File: config.mk
export PLATFORM = sky130hd
export DESIGN_NAME = sfp_prog_seq
export DESIGN_NICKNAME = d
export VERILOG_FILES = /design/src/rtl/sfp_page_ram.v /design/src/rtl/sfp_prog_seq.v
export VERILOG_INCLUDE_DIRS = /design/src /design/src/rtl
export SDC_FILE = /design/constraint.sdc
export NUM_CORES = 2
export LEC_CHECK = 0
export ABC_CLOCK_PERIOD_IN_PS = 20300
export BUFFER_PORTS_ARGS = -buffer_cell sky130_fd_sc_hd__buf_2
export CAP_MARGIN = 20
export CORE_AREA = 2 2 509 359
export CTS_BUF_LIST = sky130_fd_sc_hd__clkbuf_8
export DETAILED_ROUTE_END_ITERATION = 7
export DIE_AREA = 0 0 511 361
export PLACE_DENSITY = 0.69
export SETUP_SLACK_MARGIN = 0.5
export SKIP_LAST_GASP = 1
export SLEW_MARGIN = 15
export SYNTH_ARGS = -nofsm -noshare
export SYNTH_HDL_FRONTEND = slang
export SYNTH_SLANG_ARGS = --single-unit
export TNS_END_PERCENT = 1
File: constraint.sdc
create_clock -name core_clk_i -period 20.3 [get_ports core_clk_i]
set_clock_uncertainty 0.1 [all_clocks]
set_input_delay 2.03 -clock core_clk_i [delete_from_list [all_inputs] [get_ports core_clk_i]]
set_output_delay 2.03 -clock core_clk_i [all_outputs]
set_load 0.01 [all_outputs]
File: src/rtl/sfp_defs.vh
// Constants for the serial flash program command sequencer
`ifndef SFP_DEFS_VH
`define SFP_DEFS_VH

// Command codes
`define SFP_OP_PP 8'h02
`define SFP_OP_DIFP 8'hA2
`define SFP_OP_XDIFP 8'hD2
`define SFP_OP_QIFP 8'h32
`define SFP_OP_XQIFP 8'h38
`define SFP_OP_CLRFSR 8'h50
`define SFP_OP_WREN 8'h06
`define SFP_OP_WRDI 8'h04
`define SFP_OP_SUSP 8'h75
`define SFP_OP_RESUME 8'h7A

// Protocol modes on proto_mode_i
`define SFP_MODE_EXT 2'h0
`define SFP_MODE_DUAL 2'h1
`define SFP_MODE_QUAD 2'h2

// Page geometry
`define SFP_PAGE_BYTES 256
`define SFP_COL_W 8
`define SFP_ADDR_W 24
`define SFP_SECT_HI 23
`define SFP_SECT_LO 20
`define SFP_NUM_SECT 16

// Flag status bit positions
`define SFP_FSR_READY 7
`define SFP_FSR_ERASE_ERR 5
`define SFP_FSR_PROG_ERR 4
`define SFP_FSR_PROG_SUSP 2
`define SFP_FSR_PROT_ERR 1

// Reset values
`define SFP_RST_FLAG 1'b0

// Timing
`define SFP_CLK_PERIOD_NS 8
`define SFP_PROG_TMO_NS 1000000
`define SFP_PROG_TMO_CYC (`SFP_PROG_TMO_NS / `SFP_CLK_PERIOD_NS)
`define SFP_TMO_W 20

`endif

File: src/rtl/sfp_page_ram.v
// Page staging buffer with registered read data
`timescale 1ns/1ns
`default_nettype none
`include "sfp_defs.vh"
module sfp_page_ram (
  input wire core_clk_i,
  input wire wr_en_i,
  input wire [`SFP_COL_W-1:0] wr_addr_i,
  input wire [7:0] wr_data_i,
  input wire rd_en_i,
  input wire [`SFP_COL_W-1:0] rd_addr_i,
  output reg [7:0] rd_data_o
);
  reg [7:0] mem_q [0:`SFP_PAGE_BYTES-1];

  always @(posedge core_clk_i) begin
    if (wr_en_i) begin
      mem_q[wr_addr_i] <= wr_data_i;
    end
    if (rd_en_i) begin
      rd_data_o <= mem_q[rd_addr_i];
    end
  end
endmodule
`default_nettype wire

File: src/rtl/sfp_prog_seq.v
// Serial flash program and clear-flag command sequencer
`timescale 1ns/1ns
`default_nettype none
`include "sfp_defs.vh"
// Functional notes
// - Command 50h clears the erase, program and protection error flags.
// - Command lanes: one in extended, two in dual, four in quad mode.
// - Select raised off a byte boundary: no program, no flags, latch stays.
// - Address bits are sampled on the rising serial clock edge.
// - Protected target: reject, latch stays 1, flag bits 1 and 4 set.
// - Program timeout clears the latch and sets the program fail flag.
// - Programming only clears bits; a 1 over a stored 0 leaves it.
// - Decode 02h page program, A2h dual and D2h extended dual program.
// - Decode 32h quad and 38h extended quad input program.
// - Write-in-progress reads 1 while programming, 0 once finished.
// - Write enable latch clears at program end, on success or timeout.
// - Suspend pauses a running program; resume continues it.
// - Bytes past page end wrap to the start of the same page.
// - Over a page of bytes: only the last page-size bytes are kept.
// - Under a page of bytes: other bytes of the page stay untouched.
// - Suspending a program sets flag status bit 2.
module sfp_prog_seq #(
  parameter [`SFP_TMO_W-1:0] PROG_TMO_CYC = `SFP_PROG_TMO_CYC
) (
  input wire core_clk_i,
  input wire reset_i,
  input wire spi_cs_n_i,
  input wire spi_sck_i,
  input wire [3:0] spi_dq_i,
  input wire [1:0] proto_mode_i,
  input wire [`SFP_NUM_SECT-1:0] sect_prot_i,
  input wire [7:0] arr_rdata_i,
  input wire arr_ack_i,
  output reg arr_wr_o,
  output wire [`SFP_ADDR_W-1:0] arr_addr_o,
  output reg [7:0] arr_wdata_o,
  output wire wip_o,
  output wire wel_o,
  output wire [7:0] flag_status_o
);
  localparam [1:0] PH_CMD = 2'h0;
  localparam [1:0] PH_ADDR = 2'h1;
  localparam [1:0] PH_DATA = 2'h2;
  localparam [1:0] PH_SKIP = 2'h3;
  localparam [1:0] E_IDLE = 2'h0;
  localparam [1:0] E_SCAN = 2'h1;
  localparam [1:0] E_RD = 2'h2;
  localparam [1:0] E_WR = 2'h3;

  ////////////////////////////////////////////////////////////////////////////
  // Pin synchronisers and edge detection
  reg [5:0] sync1_q;
  reg [5:0] sync2_q;
  reg sck_prev_q;
  reg cs_prev_q;
  wire cs_n_s = sync2_q[5];
  wire sck_s = sync2_q[4];
  wire [3:0] dq_s = sync2_q[3:0];

  always @(posedge core_clk_i) begin
    if (reset_i) begin
      sync1_q <= 6'h20;
      sync2_q <= 6'h20;
      sck_prev_q <= 1'b0;
      cs_prev_q <= 1'b1;
    end else begin
      sync1_q <= {spi_cs_n_i, spi_sck_i, spi_dq_i};
      sync2_q <= sync1_q;
      sck_prev_q <= sck_s;
      cs_prev_q <= cs_n_s;
    end
  end

  wire cs_fall = cs_prev_q & ~cs_n_s;
  wire cs_rise = ~cs_prev_q & cs_n_s;
  wire sck_rise = ~cs_n_s & sck_s & ~sck_prev_q;

  ////////////////////////////////////////////////////////////////////////////
  // Frame state
  reg [1:0] phase_q;
  reg [7:0] op_q;
  reg [7:0] sh_q;
  reg [3:0] bitcnt_q;
  reg [1:0] acnt_q;
  reg [`SFP_ADDR_W-1:0] addr_q;
  reg [`SFP_COL_W-1:0] col_q;
  reg data_seen_q;
  reg single_q;
  reg wel_q;
  reg wip_q;
  reg susp_q;
  reg prog_err_q;
  reg prot_err_q;
  reg erase_err_q;
  reg [1:0] eng_q;

  wire op_dual = (op_q == `SFP_OP_DIFP) | (op_q == `SFP_OP_XDIFP);
  wire op_quad = (op_q == `SFP_OP_QIFP) | (op_q == `SFP_OP_XQIFP);

  reg [3:0] lane_w;
  always @* begin
    if (proto_mode_i == `SFP_MODE_DUAL) begin
      lane_w = 4'h2;
    end else if (proto_mode_i == `SFP_MODE_QUAD) begin
      lane_w = 4'h4;
    end else if (phase_q == PH_ADDR && op_q == `SFP_OP_XDIFP) begin
      lane_w = 4'h2;
    end else if (phase_q == PH_ADDR && op_q == `SFP_OP_XQIFP) begin
      lane_w = 4'h4;
    end else if (phase_q == PH_DATA && op_dual) begin
      lane_w = 4'h2;
    end else if (phase_q == PH_DATA && op_quad) begin
      lane_w = 4'h4;
    end else begin
      lane_w = 4'h1;
    end
  end

  reg [7:0] sh_d;
  always @* begin
    case (lane_w)
      4'h1: sh_d = {sh_q[6:0], dq_s[0]};
      4'h2: sh_d = {sh_q[5:0], dq_s[1:0]};
      default: sh_d = {sh_q[3:0], dq_s[3:0]};
    endcase
  end

  wire byte_done = sck_rise & ((bitcnt_q + lane_w) == 4'h8);
  wire is_prog_op = (sh_d == `SFP_OP_PP) | (sh_d == `SFP_OP_DIFP) |
                    (sh_d == `SFP_OP_XDIFP) | (sh_d == `SFP_OP_QIFP) |
                    (sh_d == `SFP_OP_XQIFP);
  wire cmd_byte = byte_done & (phase_q == PH_CMD);
  wire buf_we = byte_done & (phase_q == PH_DATA);
  // clear flags once the code is in
  wire clr_flags = cmd_byte & (sh_d == `SFP_OP_CLRFSR);
  wire vld_clr = cmd_byte & is_prog_op & wel_q & ~wip_q;
  // only a whole final byte executes
  wire frame_ok = cs_rise & (bitcnt_q == 4'h0);
  wire prog_end = frame_ok & (phase_q == PH_DATA) & data_seen_q;
  wire prot_hit = sect_prot_i[addr_q[`SFP_SECT_HI:`SFP_SECT_LO]];
  wire set_prot = prog_end & prot_hit;
  wire prog_go = prog_end & ~prot_hit;
  wire sgl_ok = frame_ok & single_q;

  always @(posedge core_clk_i) begin
    if (reset_i) begin
      phase_q <= PH_SKIP;
      op_q <= 8'h00;
      sh_q <= 8'h00;
      bitcnt_q <= 4'h0;
      acnt_q <= 2'h0;
      addr_q <= {`SFP_ADDR_W{1'b0}};
      col_q <= {`SFP_COL_W{1'b0}};
      data_seen_q <= 1'b0;
      single_q <= 1'b0;
    end else if (cs_fall) begin
      phase_q <= PH_CMD;
      bitcnt_q <= 4'h0;
      acnt_q <= 2'h0;
      data_seen_q <= 1'b0;
      single_q <= 1'b0;
    end else if (sck_rise) begin
      sh_q <= sh_d;
      bitcnt_q <= byte_done ? 4'h0 : bitcnt_q + lane_w;
      if (byte_done) begin
        single_q <= 1'b0;
        case (phase_q)
          PH_CMD: begin
            op_q <= sh_d;
            if (vld_clr) begin
              phase_q <= PH_ADDR;
            end else begin
              phase_q <= PH_SKIP;
              single_q <= 1'b1;
            end
          end
          PH_ADDR: begin
            addr_q <= {addr_q[15:0], sh_d};
            acnt_q <= acnt_q + 2'h1;
            if (acnt_q == 2'h2) begin
              phase_q <= PH_DATA;
              col_q <= sh_d;
            end
          end
          PH_DATA: begin
            col_q <= col_q + {{(`SFP_COL_W-1){1'b0}}, 1'b1};
            data_seen_q <= 1'b1;
          end
          default: phase_q <= PH_SKIP;
        endcase
      end
    end
  end

  ////////////////////////////////////////////////////////////////////////////
  // Page buffer and per-byte valid marks
  // page size fixed at 256
  reg [`SFP_PAGE_BYTES-1:0] vld_q;
  reg [8:0] idx_q;
  wire [7:0] buf_rdata;
  wire buf_re = (eng_q == E_SCAN) & ~susp_q & ~idx_q[8] & vld_q[idx_q[7:0]];

  sfp_page_ram u_page (
    .core_clk_i(core_clk_i),
    .wr_en_i(buf_we),
    .wr_addr_i(col_q),
    .wr_data_i(sh_d),
    .rd_en_i(buf_re),
    .rd_addr_i(idx_q[7:0]),
    .rd_data_o(buf_rdata)
  );

  genvar g;
  generate
    for (g = 0; g < `SFP_PAGE_BYTES; g = g + 1) begin : g_vld
      always @(posedge core_clk_i) begin
        if (reset_i || vld_clr) begin
          vld_q[g] <= 1'b0;
        end else if (buf_we && col_q == g) begin
          vld_q[g] <= 1'b1;
        end
      end
    end
  endgenerate

  ////////////////////////////////////////////////////////////////////////////
  // Program engine
  reg [`SFP_TMO_W-1:0] tmo_q;
  wire tmo_hit = (eng_q != E_IDLE) & ~susp_q & (tmo_q == PROG_TMO_CYC - 1'b1);
  wire eng_done = (eng_q == E_SCAN) & ~susp_q & idx_q[8];
  wire eng_stop = tmo_hit | eng_done;

  assign arr_addr_o = {addr_q[`SFP_ADDR_W-1:`SFP_COL_W], idx_q[7:0]};

  always @(posedge core_clk_i) begin
    if (reset_i) begin
      eng_q <= E_IDLE;
      idx_q <= 9'h000;
      tmo_q <= {`SFP_TMO_W{1'b0}};
      arr_wr_o <= 1'b0;
      arr_wdata_o <= 8'h00;
    end else if (tmo_hit) begin
      eng_q <= E_IDLE;
      arr_wr_o <= 1'b0;
    end else begin
      if (eng_q != E_IDLE && !susp_q) begin
        tmo_q <= tmo_q + {{(`SFP_TMO_W-1){1'b0}}, 1'b1};
      end
      case (eng_q)
        E_IDLE: begin
          if (prog_go) begin
            eng_q <= E_SCAN;
            idx_q <= 9'h000;
            tmo_q <= {`SFP_TMO_W{1'b0}};
          end
        end
        E_SCAN: begin
          if (!susp_q) begin
            if (idx_q[8]) begin
              eng_q <= E_IDLE;
            end else if (buf_re) begin
              eng_q <= E_RD;
            end else begin
              idx_q <= idx_q + 9'h001;
            end
          end
        end
        E_RD: begin
          arr_wdata_o <= buf_rdata & arr_rdata_i;
          arr_wr_o <= 1'b1;
          eng_q <= E_WR;
        end
        E_WR: begin
          if (arr_ack_i) begin
            arr_wr_o <= 1'b0;
            idx_q <= idx_q + 9'h001;
            eng_q <= E_SCAN;
          end
        end
        default: eng_q <= E_IDLE;
      endcase
    end
  end

  ////////////////////////////////////////////////////////////////////////////
  // Status and flag bits
  always @(posedge core_clk_i) begin
    if (reset_i) begin
      wel_q <= `SFP_RST_FLAG;
      wip_q <= `SFP_RST_FLAG;
      susp_q <= `SFP_RST_FLAG;
      prog_err_q <= `SFP_RST_FLAG;
      prot_err_q <= `SFP_RST_FLAG;
      erase_err_q <= `SFP_RST_FLAG;
    end else begin
      if (eng_stop) begin
        wel_q <= 1'b0;
      end else if (sgl_ok && op_q == `SFP_OP_WREN && !wip_q) begin
        wel_q <= 1'b1;
      end else if (sgl_ok && op_q == `SFP_OP_WRDI && !wip_q && !prot_err_q) begin
        wel_q <= 1'b0;
      end
      if (prog_go && eng_q == E_IDLE) begin
        wip_q <= 1'b1;
      end else if (eng_stop) begin
        wip_q <= 1'b0;
      end
      if (eng_stop) begin
        susp_q <= 1'b0;
      end else if (sgl_ok && op_q == `SFP_OP_SUSP && wip_q) begin
        susp_q <= 1'b1;
      end else if (sgl_ok && op_q == `SFP_OP_RESUME) begin
        susp_q <= 1'b0;
      end
      // set wins, only clear command drops it
      if (tmo_hit) begin
        prog_err_q <= 1'b1;
      end else if (set_prot) begin
        prog_err_q <= 1'b1;
      end else if (clr_flags) begin
        prog_err_q <= 1'b0;
      end
      if (set_prot) begin
        prot_err_q <= 1'b1;
      end else if (clr_flags) begin
        prot_err_q <= 1'b0;
      end
      // Erase path lives elsewhere; bit kept so the clear has a target
      if (clr_flags) begin
        erase_err_q <= 1'b0;
      end
    end
  end

  assign wip_o = wip_q;
  assign wel_o = wel_q;
  assign flag_status_o = {~wip_q, 1'b0, erase_err_q, prog_err_q,
                          1'b0, susp_q, prot_err_q, 1'b0};
endmodule
`default_nettype wire

==> reports/qor.txt <==
Remaining antenna violation count: 0
Async set-or-reset flop fraction in the synthesized netlist: 0
# hold bufs at CTS: 0
DRC Markers: 0
Sequential element share of the synthesized area: 0.7310
Part of the power in the clock network: 0.404
H-tree Lvls: 5
Post-synth top area share: 0.6523
Die height: 361 um
Setup TNS: 0 ns
Leading register cell type out of synthesis: edfxtp_1
Pin count of the biggest net entering global routing: 199
Final Cycle Share: 0.3572
PostCTS Resize Cnt: 0
Leakage: 31.87 nW
Most frequent cells in the layout: 2056 x edfxtp_1, 724 x mux4_2, 385 x clkbuf_8
Critical path arrival: 7.94 ns
Synth area leaders: edfxtp_1 65%, mux4_2 17%, dfxtp_1 7.9%
Fin cells: 7609
Final hold slack: 0.3210 ns
Count of state elements after synthesis: 2428
TritonCTS Buffers: 351
Max-Cap Viols: 0
Netlist cell types: 80
CP Launch Type: register
FP Rows: 130
Setup bufs post-CTS: 0
Core area: 179100 um2
Worst Setup Path Type: register to register
Worst Tran Pin Value: 1.312 ns
Area Overhead vs Synth: 9.752%
Congestion Overflow GR: 0
Final slew viol count: 0
Global-route wire length before repair: 345400 um
Initial antenna violation count: 15
NetSw: 1.959 mW
Total die area: 184500 um2
Clk sinks: 2428
Minimum clock period: 7.250 ns
Synthesized cell area: 94650 um2
Cells after synthesis: 4737
Synthesized area per cell: 19.98 um2
Final setup margin: 13.05 ns
Max_slew headroom: 0.1255
Nets@finish: 4994
CP required: 20.99 ns
CTS tree: done
Layout cell share with drive strength beyond 1: 0.2644
Via/cell ratio: 6.431
Gp weighted congestion: 0.8451
Setup-failing EPs final: 0
CP Capture Type: register
Die width: 511 um
Initial Util: 0.5285
GRT Total Usage: 0.2598
Max Clk Rate: 137.9 MHz
Worst Hold Class: register to register
Clock-pin slew on the worst setup and hold paths: 0.07 ns
Root Buffer: clkbuf_8
Power Internal: 7.334 mW
Final hold vios: 0
Most common cell after layout, fill and taps aside: edfxtp_1
Placed cells: 6962
PortBufs: 73
Worst R2R Setup Slack: 13.05 ns
Net Sw Frac: 0.2108
EDFF count, synth: 2056
Power density cells: 89.47 nW/um2
Routed length per instance: 31.50 um
Crit path max fanout: 84
Final wirelength: 239700 um
Peak supply drop: 0.07431 mV
I/O Pins: 78
DP HPWL: 143500 um
Clock latency on the worst-skew pair: 1.06 ns
Via Count: 48940
Layout fillers: 12820
Detailed Route Iter0 Violations: 6653
Top cell type by total area after synthesis: edfxtp_1
DP Worst Slack: 12.27 ns
RSZ-0062 raised after global routing: false
Vias in the first global route: 47220
Combinational Power Share: 0.013
Status: complete, no violations
Clock Tree Buf Depth: 4
Detailed Routing Iterations Pass 1: 8
Yosys warns: 0
Flop pwr share: 0.582
[cell families after synthesis]
| logic type | after synthesis | share of synthesized area |
|---|---|---|
| AO/OA/AOI/OAI | 469 | 0.03540 |
| multiplexers | 766 | 0.1768 |
| buffers and inverters | 333 | 0.01939 |
| other | 1 | 0.00003962 |
| AND/OR/NAND/NOR | 702 | 0.03318 |
| XOR/XNOR | 21 | 0.001943 |
| adder cells (fa/ha/maj) | 17 | 0.002300 |
| flip-flops | 2428 | 0.7310 |
[synth_stat cells, types with 5 or more instances]
| master | number |
|---|---|
| buf_2 | 90 |
| buf_4 | 46 |
| nor3b_1 | 6 |
| nor3_1 | 23 |
| nand3_1 | 41 |
| a211oi_1 | 24 |
| xor2_1 | 18 |
| mux4_2 | 724 |
| or2_2 | 7 |
| buf_1 | 25 |
| mux2i_1 | 38 |
| inv_1 | 20 |
| a311oi_1 | 6 |
| nor2b_1 | 45 |
| a31oi_1 | 8 |
| a22oi_1 | 14 |
| buf_6 | 40 |
| clkbuf_1 | 109 |
| a21oi_1 | 83 |
| and3_1 | 7 |
| nand4_1 | 12 |
| a32o_1 | 6 |
| and4_1 | 6 |
| nand2_1 | 174 |
| and2_1 | 5 |
| dfxtp_1 | 372 |
| ha_1 | 15 |
| o21a_1 | 258 |
| or3_1 | 6 |
| nor2_1 | 334 |
| edfxtp_1 | 2056 |
| o21ai_0 | 30 |
| nand2b_1 | 8 |
[sequential cells by signal, indices dropped and copies added, names as in the netlist, 2 cells and up]
signal	flops
vld_q	256
bitcnt_q	4
arr_wdata_o	8
sync1_q	6
op_q	8
acnt_q	2
addr_q	24
idx_q	9
eng_q	2
phase_q	2
sh_q	7
u_page.mem_q	2048
sync2_q	6
tmo_q	20
u_page.rd_data_o	8
col_q	8
[worst paths after layout]
kind	start	to	cells past startpoint
hold reg to reg	sync1_q[5]	sync2_q[5]	1
setup / recovery	idx_q[0]	u_page.rd_data_o[6]	11
hold / removal	sync1_q[5]	sync2_q[5]	1
setup reg to reg	idx_q[0]	u_page.rd_data_o[6]	11
[critical path: stages, from the launching register on]
cell and delay (ns):
dfxtp_4 0.85, buf_12 0.53, buf_4 0.70, buf_4 0.70, buf_4 0.75, mux4_2 0.63, mux4_2 0.52, nor2b_1 0.19
a211oi_1 0.94, a31oi_1 0.14, mux2i_1 0.46, a21oi_1 0.21
[area by class of cell]
class	count	area, um2	area share
tap	2376	2973	0.02862
timing repair buffer	160	1181	0.01137
inverter	23	110.1	0.001060
clock buffer	385	5299	0.05101
sequential	2428	69210	0.6663
clock inverter	248	1384	0.01332
multi-input combinational	1979	23700	0.2281
antenna	10	25.02	0.0002409
[metal layers]
layer / track usage / routed length [um] / up-vias
li1: - / - / 19770
met1: 0.4088 / 102800 / 25760
met2: 0.3460 / 100200 / 3045
met3: 0.08647 / 31270 / 361
met4: 0.06971 / 5397 / 4
met5: 0 / 24 / -
[power groups by stage]
| stage | logic [mW] | clock network, mW | registers (mW) |
|---|---|---|---|
| finish | 0.125 | 3.76 | 5.41 |
| global route | 0.133 | 4.03 | 5.41 |
| detailed placement | 0.125 | 0 | 5.52 |
| CTS | 0.124 | 3.80 | 5.41 |
| global placement | 0.122 | 0 | 5.52 |
| floorplan | 0.0597 | 0 | 5.53 |
[stage by stage]
step / power [mW] / instance area (um2) / utilization
after global routing: 9.569 / 103900 / 0.5800
after floorplan: 5.594 / 94660 / -
after CTS: 9.334 / 103800 / 0.5795
final: 9.294 / 103900 / 0.5801
after global placement: 5.638 / 97100 / 0.5422
after detailed placement: 5.642 / 97100 / 0.5422
No activity file was read; power rests on OpenSTA's default activity.
